**src/include/rdrc_pkg.sv**
```systemverilog
// Package: register address, field layout, reset values and widths
package rdrc_pkg;
    localparam int ADDR_W = 8;
    localparam int DATA_W = 32;
    localparam int FRAC_W = 24;
    localparam logic [7:0] REG_ADDR = 8'h03;
    localparam int DRV_HI = 31;
    localparam int DRV_LO = 30;
    localparam int ACT_BIT = 28;
    localparam int SRC_BIT = 27;
    localparam int XKA_BIT = 26;
    localparam int DEN_HI = 19;
    localparam int DEN_LO = 16;
    localparam int HALF_HI = 11;
    localparam int HALF_LO = 8;
    localparam int EXP_HI = 7;
    localparam int EXP_LO = 4;
    localparam int MAN_HI = 3;
    localparam int MAN_LO = 0;
    // Writable bits only; unused positions always read zero
    localparam logic [31:0] WR_MASK = 32'hDC0F0FFF;
    localparam logic [31:0] RESET_VAL = 32'h10000000;
    localparam logic [3:0] MAN_ZERO = 4'h0;
    localparam logic [23:0] FRAC_ZERO = 24'h000000;

    typedef enum logic [1:0] {
        RDRC_CMOS   = 2'b00,
        RDRC_LVDS   = 2'b01,
        RDRC_LVPECL = 2'b10,
        RDRC_HCSL   = 2'b11
    } rdrc_drv_t;

    typedef enum logic [0:0] {
        RDRC_IDLE = 1'b0,
        RDRC_RAMP = 1'b1
    } rdrc_state_t;
endpackage : rdrc_pkg

```
**src/rtl/rdrc_ramp.sv**
```systemverilog
// Stepwise ramp of the fractional feedback divider toward a new target
module rdrc_ramp (
    // Clock, reset, enable
    input wire logic clk,
    input wire logic arst_n,
    input wire logic ce,
    // Step control
    input wire logic [3:0] mantissa,
    input wire logic [3:0] exponent,
    // Target and applied value
    input wire logic [rdrc_pkg::FRAC_W-1:0] target,
    output logic [rdrc_pkg::FRAC_W-1:0] frac_value,
    output logic ramping
);
    rdrc_pkg::rdrc_state_t state;
    logic [rdrc_pkg::FRAC_W-1:0] step;
    logic [rdrc_pkg::FRAC_W-1:0] diff;
    logic up;

    // Step is mantissa << exponent; mantissa 1, exponent 0 is finest
    assign step = rdrc_pkg::FRAC_W'({20'h00000, mantissa} << exponent);
    assign up = target > frac_value;
    assign diff = up ? target - frac_value : frac_value - target;

    always_ff @(posedge clk or negedge arst_n) begin
        if (!arst_n) begin
            frac_value <= rdrc_pkg::FRAC_ZERO;
            state <= rdrc_pkg::RDRC_IDLE;
        end else if (ce) begin
            if (mantissa == rdrc_pkg::MAN_ZERO) begin
                frac_value <= target;
                state <= rdrc_pkg::RDRC_IDLE;
            end else if (diff <= step) begin
                // Last partial step lands exactly, never overshoots
                frac_value <= target;
                state <= rdrc_pkg::RDRC_IDLE;
            end else begin
                frac_value <= up ? frac_value + step
                                 : frac_value - step;
                state <= rdrc_pkg::RDRC_RAMP;
            end
        end
    end

    always_comb begin
        case (state)
            rdrc_pkg::RDRC_IDLE: ramping = 1'b0;
            rdrc_pkg::RDRC_RAMP: ramping = 1'b1;
            default: ramping = 1'b0;
        endcase
    end

    a_ramp_zero_man: assert property (@(posedge clk) disable iff (!arst_n)
        ce && mantissa == 4'h0 |=> frac_value == $past(target))
        else $error("zero mantissa did not apply target at once");
    a_ramp_step_size: assert property (@(posedge clk) disable iff (!arst_n)
        ce && mantissa != 4'h0 && diff > step
        |=> (frac_value == $past(frac_value) + $past(step))
         || (frac_value == $past(frac_value) - $past(step)))
        else $error("ramp moved by wrong step");
    c_ramp_active: cover property (@(posedge clk) disable iff (!arst_n)
        ramping ##1 !ramping);
endmodule : rdrc_ramp

```
**src/rtl/rdrc_ctrl.sv**
```systemverilog
// Reference-output, divider-enable and ramp control register
// What this block does
// - Two-bit field picks reference output standard
// - Source bit selects reference 2 over 1
// - Keep-alive holds crystal one always running
// - Four bits enable output dividers four..one
// - Half-step bit forces divide by 4.5
// - Ramp changes by mantissa shifted by exponent
// - Zero mantissa applies new value immediately
// - Fields take 0..15; mantissa 1, exponent 0 is slowest
// - Register decodes at host address 3
module rdrc_ctrl (
    // Clock, reset, enable
    input wire logic clk,
    input wire logic arst_n,
    input wire logic ce,
    // Host register port (already in clk domain)
    input wire logic [rdrc_pkg::ADDR_W-1:0] host_addr,
    input wire logic host_wr,
    input wire logic host_rd,
    input wire logic [rdrc_pkg::DATA_W-1:0] host_wdata,
    output logic [rdrc_pkg::DATA_W-1:0] host_rdata,
    output logic host_hit,
    // Reference output control
    output logic [1:0] ref_out_driver_standard,
    output logic ref_out_comp_tristate,
    output logic ref_out_use_ref2,
    output logic activity_detect_on,
    output logic crystal_one_run,
    input wire logic ref1_selected,
    // Output dividers
    output logic [3:0] divider_enable,
    output logic [3:0] half_step_divide_on,
    // Fractional feedback divider
    input wire logic [rdrc_pkg::FRAC_W-1:0] frac_target,
    output logic [rdrc_pkg::FRAC_W-1:0] frac_value,
    output logic frac_ramping
);
    logic [rdrc_pkg::DATA_W-1:0] ctrl;
    logic [rdrc_pkg::DATA_W-1:0] next_ctrl;
    logic sel;
    logic ref1_meta;
    logic ref1_sync;

    function automatic logic addr_match(input logic [7:0] a);
        return a == rdrc_pkg::REG_ADDR;
    endfunction : addr_match

    assign sel = addr_match(host_addr);
    assign host_hit = sel && (host_wr || host_rd);
    // Unused bits are dropped on write so they always read zero
    assign next_ctrl = host_wdata & rdrc_pkg::WR_MASK;

    always_ff @(posedge clk or negedge arst_n) begin
        if (!arst_n) begin
            ctrl <= rdrc_pkg::RESET_VAL;
        end else if (ce && host_wr && sel) begin
            ctrl <= next_ctrl;
        end
    end

    always_ff @(posedge clk or negedge arst_n) begin
        if (!arst_n) begin
            host_rdata <= '0;
        end else if (ce && host_rd) begin
            host_rdata <= sel ? ctrl : '0;
        end
    end

    // Reference selection comes from elsewhere on the chip
    always_ff @(posedge clk or negedge arst_n) begin
        if (!arst_n) begin
            ref1_meta <= 1'b0;
            ref1_sync <= 1'b0;
        end else if (ce) begin
            ref1_meta <= ref1_selected;
            ref1_sync <= ref1_meta;
        end
    end

    assign ref_out_driver_standard =
        ctrl[rdrc_pkg::DRV_HI:rdrc_pkg::DRV_LO];
    // Only CMOS mode leaves the complementary pin undriven
    assign ref_out_comp_tristate = ctrl[rdrc_pkg::DRV_HI:rdrc_pkg::DRV_LO]
        == rdrc_pkg::RDRC_CMOS;
    assign ref_out_use_ref2 = ctrl[rdrc_pkg::SRC_BIT];
    // Reset value is 1; a 0 written by software is passed on as is
    assign activity_detect_on = ctrl[rdrc_pkg::ACT_BIT];
    assign crystal_one_run = ctrl[rdrc_pkg::XKA_BIT] || ref1_sync;
    // Bit 19 drives output 4 down to bit 16 for output 1
    assign divider_enable = ctrl[rdrc_pkg::DEN_HI:rdrc_pkg::DEN_LO];
    // Bit 8 is output 1, bit 11 output 4; divider ignores integer value
    assign half_step_divide_on =
        ctrl[rdrc_pkg::HALF_HI:rdrc_pkg::HALF_LO];

    rdrc_ramp u_ramp (
        .clk(clk),
        .arst_n(arst_n),
        .ce(ce),
        .mantissa(ctrl[rdrc_pkg::MAN_HI:rdrc_pkg::MAN_LO]),
        .exponent(ctrl[rdrc_pkg::EXP_HI:rdrc_pkg::EXP_LO]),
        .target(frac_target),
        .frac_value(frac_value),
        .ramping(frac_ramping)
    );

    a_reg_write: assert property (@(posedge clk) disable iff (!arst_n)
        ce && host_wr && host_addr == 8'h03
        |=> ctrl == ($past(host_wdata) & 32'hDC0F0FFF))
        else $error("write to address 3 not stored");
    a_other_addr: assert property (@(posedge clk) disable iff (!arst_n)
        host_wr && host_addr != 8'h03 |=> $stable(ctrl))
        else $error("write elsewhere changed register");
    a_unused_zero: assert property (@(posedge clk) disable iff (!arst_n)
        (ctrl & 32'h23F0F000) == 32'h0)
        else $error("unused bit set");
    a_drv_mode: assert property (@(posedge clk) disable iff (!arst_n)
        ref_out_driver_standard == ctrl[31:30]
        && ref_out_comp_tristate == (ctrl[31:30] == 2'b00))
        else $error("driver mode mismatch");
    a_src_sel: assert property (@(posedge clk) disable iff (!arst_n)
        ref_out_use_ref2 == ctrl[27])
        else $error("source select mismatch");
    a_xtal_run: assert property (@(posedge clk) disable iff (!arst_n)
        ctrl[26] |-> crystal_one_run)
        else $error("crystal stopped while kept alive");
    a_div_order: assert property (@(posedge clk) disable iff (!arst_n)
        divider_enable[3] == ctrl[19] && divider_enable[0] == ctrl[16])
        else $error("divider enable order wrong");
    a_half_order: assert property (@(posedge clk) disable iff (!arst_n)
        half_step_divide_on[0] == ctrl[8]
        && half_step_divide_on[3] == ctrl[11])
        else $error("half-step order wrong");
    a_act_default: assert property (@(posedge clk)
        !arst_n |=> activity_detect_on)
        else $error("activity detect not on after reset");
    a_read_back: assert property (@(posedge clk) disable iff (!arst_n)
        ce && host_rd && host_addr == 8'h03 && !host_wr
        |=> host_rdata == ctrl)
        else $error("read data wrong");

    // Decode of the host port strobe qualifier
    a_hit_decode: assert property (@(posedge clk) disable iff (!arst_n)
        host_hit == (host_addr == 8'h03 && (host_wr || host_rd)))
        else $error("host hit decode wrong");

    // Any other address must read back as zero
    a_rd_elsewhere: assert property (@(posedge clk) disable iff (!arst_n)
        ce && host_rd && host_addr != 8'h03 |=> host_rdata == 32'h0)
        else $error("read of other address not zero");

    // A low enable freezes every piece of state in the block
    a_ce_freeze: assert property (@(posedge clk) disable iff (!arst_n)
        !ce |=> $stable(ctrl) && $stable(host_rdata) && $stable(frac_value))
        else $error("state moved while enable low");

    // Read data stands until the next read strobe
    a_rdata_hold: assert property (@(posedge clk) disable iff (!arst_n)
        !(ce && host_rd) |=> $stable(host_rdata))
        else $error("read data changed without a read");

    // Crystal one must run whenever reference 1 is in use
    a_xtal_ref1: assert property (@(posedge clk) disable iff (!arst_n)
        ref1_sync |-> crystal_one_run)
        else $error("crystal stopped while reference 1 selected");

    // Without keep-alive or reference 1 the oscillator may rest
    a_xtal_off: assert property (@(posedge clk) disable iff (!arst_n)
        !ctrl[26] && !ref1_sync |-> !crystal_one_run)
        else $error("crystal running with no reason");

    a_act_follow: assert property (@(posedge clk) disable iff (!arst_n)
        activity_detect_on == ctrl[28])
        else $error("activity detect does not follow register");

    a_div_middle: assert property (@(posedge clk) disable iff (!arst_n)
        divider_enable[2] == ctrl[18] && divider_enable[1] == ctrl[17])
        else $error("middle divider enables misplaced");

    a_half_middle: assert property (@(posedge clk) disable iff (!arst_n)
        half_step_divide_on[1] == ctrl[9]
        && half_step_divide_on[2] == ctrl[10])
        else $error("middle half-step bits misplaced");

    // Zero mantissa never leaves the ramp busy
    a_zero_no_ramp: assert property (@(posedge clk) disable iff (!arst_n)
        ce && ctrl[3:0] == 4'h0 |=> !frac_ramping)
        else $error("ramp busy with zero mantissa");

    // Power-on defaults: CMOS drive, dividers off, ramp at rest
    a_drv_reset: assert property (@(posedge clk)
        !arst_n |=> ref_out_driver_standard == 2'b00)
        else $error("driver mode not CMOS after reset");

    a_div_reset: assert property (@(posedge clk)
        !arst_n |=> divider_enable == 4'h0
        && half_step_divide_on == 4'h0)
        else $error("dividers not cleared by reset");

    a_src_reset: assert property (@(posedge clk)
        !arst_n |=> !ref_out_use_ref2)
        else $error("reference 2 selected after reset");

    a_frac_reset: assert property (@(posedge clk)
        !arst_n |=> frac_value == 24'h000000 && !frac_ramping)
        else $error("ramp not at rest after reset");

    c_write_reg: cover property (@(posedge clk) disable iff (!arst_n)
        ce && host_wr && sel);
    c_hcsl: cover property (@(posedge clk) disable iff (!arst_n)
        ref_out_driver_standard == 2'b11);
    c_half_step: cover property (@(posedge clk) disable iff (!arst_n)
        half_step_divide_on != 4'h0);
    // Ramp busy and crystal held up by the reference selection alone
    c_ramp_busy: cover property (@(posedge clk) disable iff (!arst_n)
        frac_ramping);
    c_xtal_ref1: cover property (@(posedge clk) disable iff (!arst_n)
        ref1_sync && !ctrl[26]);
endmodule : rdrc_ctrl

```
**config.mk**
```make
export PLATFORM = sky130hd
export DESIGN_NAME = rdrc_ctrl
export DESIGN_NICKNAME = d
export VERILOG_FILES = /design/src/include/rdrc_pkg.sv /design/src/rtl/rdrc_ramp.sv /design/src/rtl/rdrc_ctrl.sv
export SDC_FILE = /design/constraint.sdc
export NUM_CORES = 1
export LEC_CHECK = 0
export BUFFER_PORTS_ARGS = -buffer_cell sky130_fd_sc_hd__buf_2
export CAP_MARGIN = 30
export CORE_UTILIZATION = 55
export DETAILED_ROUTE_END_ITERATION = 7
export PLACE_DENSITY = 0.84
export SLEW_MARGIN = 20
export SYNTH_ARGS = -nofsm -noshare
export SYNTH_HDL_FRONTEND = slang
export SYNTH_SLANG_ARGS = --single-unit
```
**constraint.sdc**
```tcl
create_clock -name clk -period 7.03 [get_ports clk]
set_input_delay 1.406 -clock clk [delete_from_list [all_inputs] [get_ports clk]]
set_output_delay 1.406 -clock clk [all_outputs]
set_load 0.1 [all_outputs]
```
Word level (Yosys, flattened, before mapping):

Index checks and enable logic that the tools add are counted.
W data, S select, Z words.

* output and inout bits: 72
* latch bits: 0
* RAM bits: 0
* register bits: 80
* memories: 0
* ROM bits: 0

* bitwise logic cells: 1
* multipliers: 0
* reduce and logical (&&, ||, !) cells: 8
* equal/unequal tests: 1
* div/mod/pow operators: 0
* multiplexer cells: 8
* add/sub/neg operators: 4
* shift-type cells: 1
* $lt $le $gt $ge: 2

Operator list (count)
* $mux W24: 4
* $sub A24 B24 Y24: 3
* $mux W32: 1
* $add A24 B24 Y24: 1
* $gt A24 B24 Y1: 1
* $le A24 B24 Y1: 1
* $shl A4 B4 Y24: 1
* $eq A8 B2 Y1 const B: 1
* $logic_and A1 B1 Y1: 4
* $logic_not A4 Y1: 1
* $logic_not A2 Y1: 1
* $logic_or A1 B1 Y1: 2
* $mux W1: 2
* $pmux W1 S2: 1
* $not A1 Y1: 1

Logic depth before layout (Yosys ltp):

* word-level depth: 5
* depth in mapped cells: 29
* mapped depth without buffers: 26

Hierarchy:

From an unflattened synthesis, not the netlist that was laid out.

* cell total of the unflattened synthesis: 971
* area, all modules: 7867.5 µm²

By module, submodules not included
* rdrc_ramp: area each 5943.2 µm², sequential area each 625.6 µm², cells each 799, times used 1
* rdrc_ctrl: area each 1924.3 µm², sequential area each 1102.3 µm², cells each 172, times used 1

Worst setup path before layout:

No wires, ideal clock.

* path type: input to register
* start: in frac_target[13] (netlist name)
* end: reg u_ramp.frac_value[23] (netlist name)
* cell stages on the path: 25
* setup slack: 779 ps
* buffers on the path: 4
* required time: 6961 ps
* arrival time: 6182 ps
* setup time: 69 ps
* path through: inv_1 ha_1 buf_4 nand4_4 or3_4 a21o_1 o2111ai_2 and2_4 buf_6 clkbuf_1 clkbuf_1 nand2_1 xnor2_1 ha_1 and2_1 a221o_1 o21a_1 o211ai_1 a21oi_1 nor3_1 o41ai_1 a21oi_1 xnor2_1 or4b_1 nand3_1

* longest elaborated chain between the ends: 5
* elaborated cells on any way between the ends: 8

Ends and longest elaborated chain
* start, declared: RTL line rdrc_ctrl.sv:35 `input wire logic [rdrc_pkg::FRAC_W-1:0] frac_target,`
* $sub A24 B24 Y24 / $gt A24 B24 Y1 (equally long branches): RTL line rdrc_ramp.sv:23, rdrc_ramp.sv:22
* $mux W24: RTL line rdrc_ramp.sv:23 `assign diff = up ? target - frac_value : frac_value - target;`
* $le A24 B24 Y1: RTL line rdrc_ramp.sv:33 `end else if (diff <= step) begin`
* $mux W24 *: RTL line rdrc_ramp.sv:33
* $mux W24 *: RTL line rdrc_ramp.sv:30 `if (mantissa == rdrc_pkg::MAN_ZERO) begin`
* end signal, assigned: RTL line rdrc_ramp.sv:27 `frac_value <= rdrc_pkg::FRAC_ZERO;`
* end signal, assigned: RTL line rdrc_ramp.sv:31 `frac_value <= target;`
* end signal, assigned: RTL line rdrc_ramp.sv:35 `frac_value <= target;`
* end, declared: RTL line rdrc_ramp.sv:12 `output logic [rdrc_pkg::FRAC_W-1:0] frac_value,`

Every way passes the cells marked *; elsewhere a longest branch is shown, timed or not.
A chain may end at the register's enable or synchronous reset.

Worst setup path after layout:

* start: in frac_target[13] (netlist name)
* end: reg u_ramp.frac_value[15] (netlist name)

The elaborated chain is that of the path after synthesis.

==> results.md <==
* Wire length per cell at 17.14 microns
* Worst Setup End Kind: flop
* Die footprint at 15080 sq um
* Hold EP: host_rdata[2]
* Final nets at 1291
* Die X at 122.8 microns
* Max-cap violations at 0
* Gr usage total at 30.82%
* Crit path required time at 7290 ps
* Post-DP HPWL at 17620 microns
* Reg2Reg Depth at 22
* Final hold violation count at 0
* Synthesized flop and latch total at 69
* Largest net degree at the start of global routing at 70
* Setup bufs post-CTS at 0
* Synth-to-Final Area Change at 11.88%
* Arr. time, crit path at 6780 ps
* Post-DRT Antenna Nets at 0
* Vias at ~8k
* Sequential fraction of the synthesis area at a little over a fifth
* Slew Viols, Final at 0
* Hold Crit Class: flop to flop
* Setup TNS Final at 0 ps
* Clock Path Buffers at 2
* Unique masters post-synth at 69
* Setup Skew at 6.011 ps
* Post-Synthesis Cells at 1048
* Drt total wl at 22500 microns
* Slew headroom at 53.11%
* CP max stage delay at between 500 and 600 ps
* Synthesized cell area at 8024 sq um
* # hold bufs at CTS at 0
* Gates resized, CTS repair at 0
* DR pass1 iterations at 5
* Area of the core at 14040 sq um
* Initial antenna violation count at 0
* Commonest non-fill, non-tap cell in the layout: buf_2
* H-tree Lvls at 3
* R2R Setup Slk at about 1300 ps
* Worst Tran Pin Value at 696.0 ps
* Initial DRC Count at 636
* Initial Utilization at between 50% and 60%
* CTS tree: yes
* Yosys warns at 0
* CP Max Fanout at 25
* Diode count at 0
* Status: finished, final reports clean
* Worst skew pair latency at 340 ps
* Vias in the first global route at between 7k and 8k
* Ys async rst share at 100.0%
* Cell Rows at 43
* Clock slew at reported path FFs at 60 ps
* Highest clock rate at 153.4 MHz
* Share of layout cells above drive strength 1 at between 15 and 20%
* Period utilization at 92.70%
* Post-layout min period at between 6000 and 7000 ps
* Number of flops mapped to enable cells by yosys at 0
* PortBufs at 119
* # setup viols final at 0
* Slowest CP cell: ha_1
* Placer congestion estimate at around 0.97
* Hold path start: host_rdata[2]
* # fillers at around 1.3k
* Root Buffer: clkbuf_16
* Clk sinks at 69
* Total congestion overflow at 0
* First-pass GRT wire length at between 30000 and 40000 microns
* Worst Hold Depth at 2
* Synthesized area per cell at 7.656 sq um
* DRC viols at 0
* Startpoint types: input port
* RSZ-0062 raised after global routing: no
* Reg2Reg Launch Point: u_ramp.frac_value[13]
* Crit Path Category: input port to flop
* Via/cell ratio at 6.052
* I/O pins at about 140
* Commonest cells after routing, fill and taps aside: buf_2, a21oi_1, nand2_1
* Worst path cell trace: buf_2 -> inv_1 -> ha_1 -> nand4_4 -> or3_4 -> o31ai_4 -> a21oi_2 -> nand2_1 -> buf_4 -> nor2_1 -> xnor2_1 -> ha_1 -> and2_1 -> a221o_1 -> o21a_1 -> o211ai_1 -> buf_4 -> nand2b_1 -> a21oi_1 -> o21ai_1 -> or4_1 -> nand4_1 -> mux2i_1 -> a21oi_1
* CTS Buf Count at 9
* Die Span Y at roughly 120 microns
* R2r endpoint: u_ramp.frac_value[15]
* Top_reg_cell synth: dfrtp_1
==> final cells by class <==
| class | instances | area, sq um | area share (%) |
|---|---|---|---|
| multi-input cells | 845 | 5669 | 63.15 |
| flip-flops and latches | 69 | 1728 | 19.25 |
| repair buffers | 140 | 815.8 | 9.087 |
| clock buffers | 11 | 242.7 | 2.704 |
| inverters | 63 | 236.5 | 2.634 |
| well taps | 180 | 225.2 | 2.509 |
| clock inverters | 5 | 60.06 | 0.6690 |
==> Yosys cell counts (all sizes together), types with 12 or more instances <==
library cell  number  area share, %
a21oi            117            7.3
nand2            114            5.3
nor2              96            4.5
ha                90             14
o21ai             78            4.9
dfrtp             68             21
inv               63            2.9
clkbuf            42            2.0
buf               39            3.4
mux2i             30            3.7
xnor2             28            3.1
xor2              27            2.9
mux2              24            3.4
nand3             17            1.1
a21o              16            1.5
nand2b            16            1.2
nand4             16            1.4
nor3              16            1.0
a211oi            12            1.1
a31oi             12           0.94
o211ai            12            1.1
==> layer usage <==
layer / wire [microns] / vias up / global-route usage (%)
li1: - / 3835 / -
met1: 9743 / 3738 / 39.90
met2: 10360 / 328 / 49.82
met3: 1717 / 45 / 6.599
met4: 680 / 0 / 12.20
met5: 0 / - / 0
==> worst max path at each step <==
stage | from | endpoint | slack, ps | cells past startpoint
after detailed placement | frac_target[13] | u_ramp.frac_value[23] | 250 | 23
after global placement | frac_target[9] | u_ramp.frac_value[20] | 260 | 25
after CTS | frac_target[13] | u_ramp.frac_value[23] | 580 | 23
final | frac_target[13] | u_ramp.frac_value[15] | 510 | 24
after floorplan | frac_target[13] | u_ramp.frac_value[23] | 780 | 25
after global routing | frac_target[10] | u_ramp.frac_value[23] | 120 | 23
==> per-stage QoR <==
step	hold slack [ps]	instance area (sq um)	instances	setup WS [ps]	util [%]
5_1_grt	510.5	8977	1313	115.1	63.93
3_3_place_gp	457.0	8617	1294	264.8	61.37
3_5_place_dp	465.6	8632	1295	252.1	61.47
2_1_floorplan	472.1	8061	1058	779.0	-
6_report	477.1	8977	1313	513.2	63.93
4_1_cts	479.2	8935	1311	584.9	63.63
==> critical path, delay by kind of cell <==
family	cells	cell delay, ps
AO/OA/AOI/OAI	8	1900
AND/OR/NAND/NOR	8	1620
adder cells (fa/ha/maj)	2	840
buffers and inverters	4	680
XOR/XNOR	1	230
multiplexers	1	70
==> logic make-up (layout without fill, tap and decap cells) <==
logic type / after synthesis / in the layout / share of synthesized area (%)
compound gates: 305 / 305 / 23.08
xor+xnor: 55 / 55 / 6.004
fa+ha+maj: 93 / 93 / 14.78
buf+inv: 144 / 219 / 8.358
flops: 69 / 69 / 21.53
mux: 54 / 54 / 7.111
other cells: 1 / 11 / 0.04674
simple gates: 327 / 327 / 19.09
==> flip-flops by register name (all words and copies together) (netlist names) <==
name and cells:
u_ramp.frac_value 24, ctrl 21, host_rdata 21, ref1_meta 1, ref1_sync 1, u_ramp.state 1
Power is left out: the tool's default activity adds up to more than one toggle a clock period on the data nets, which glitch-free logic cannot reach.
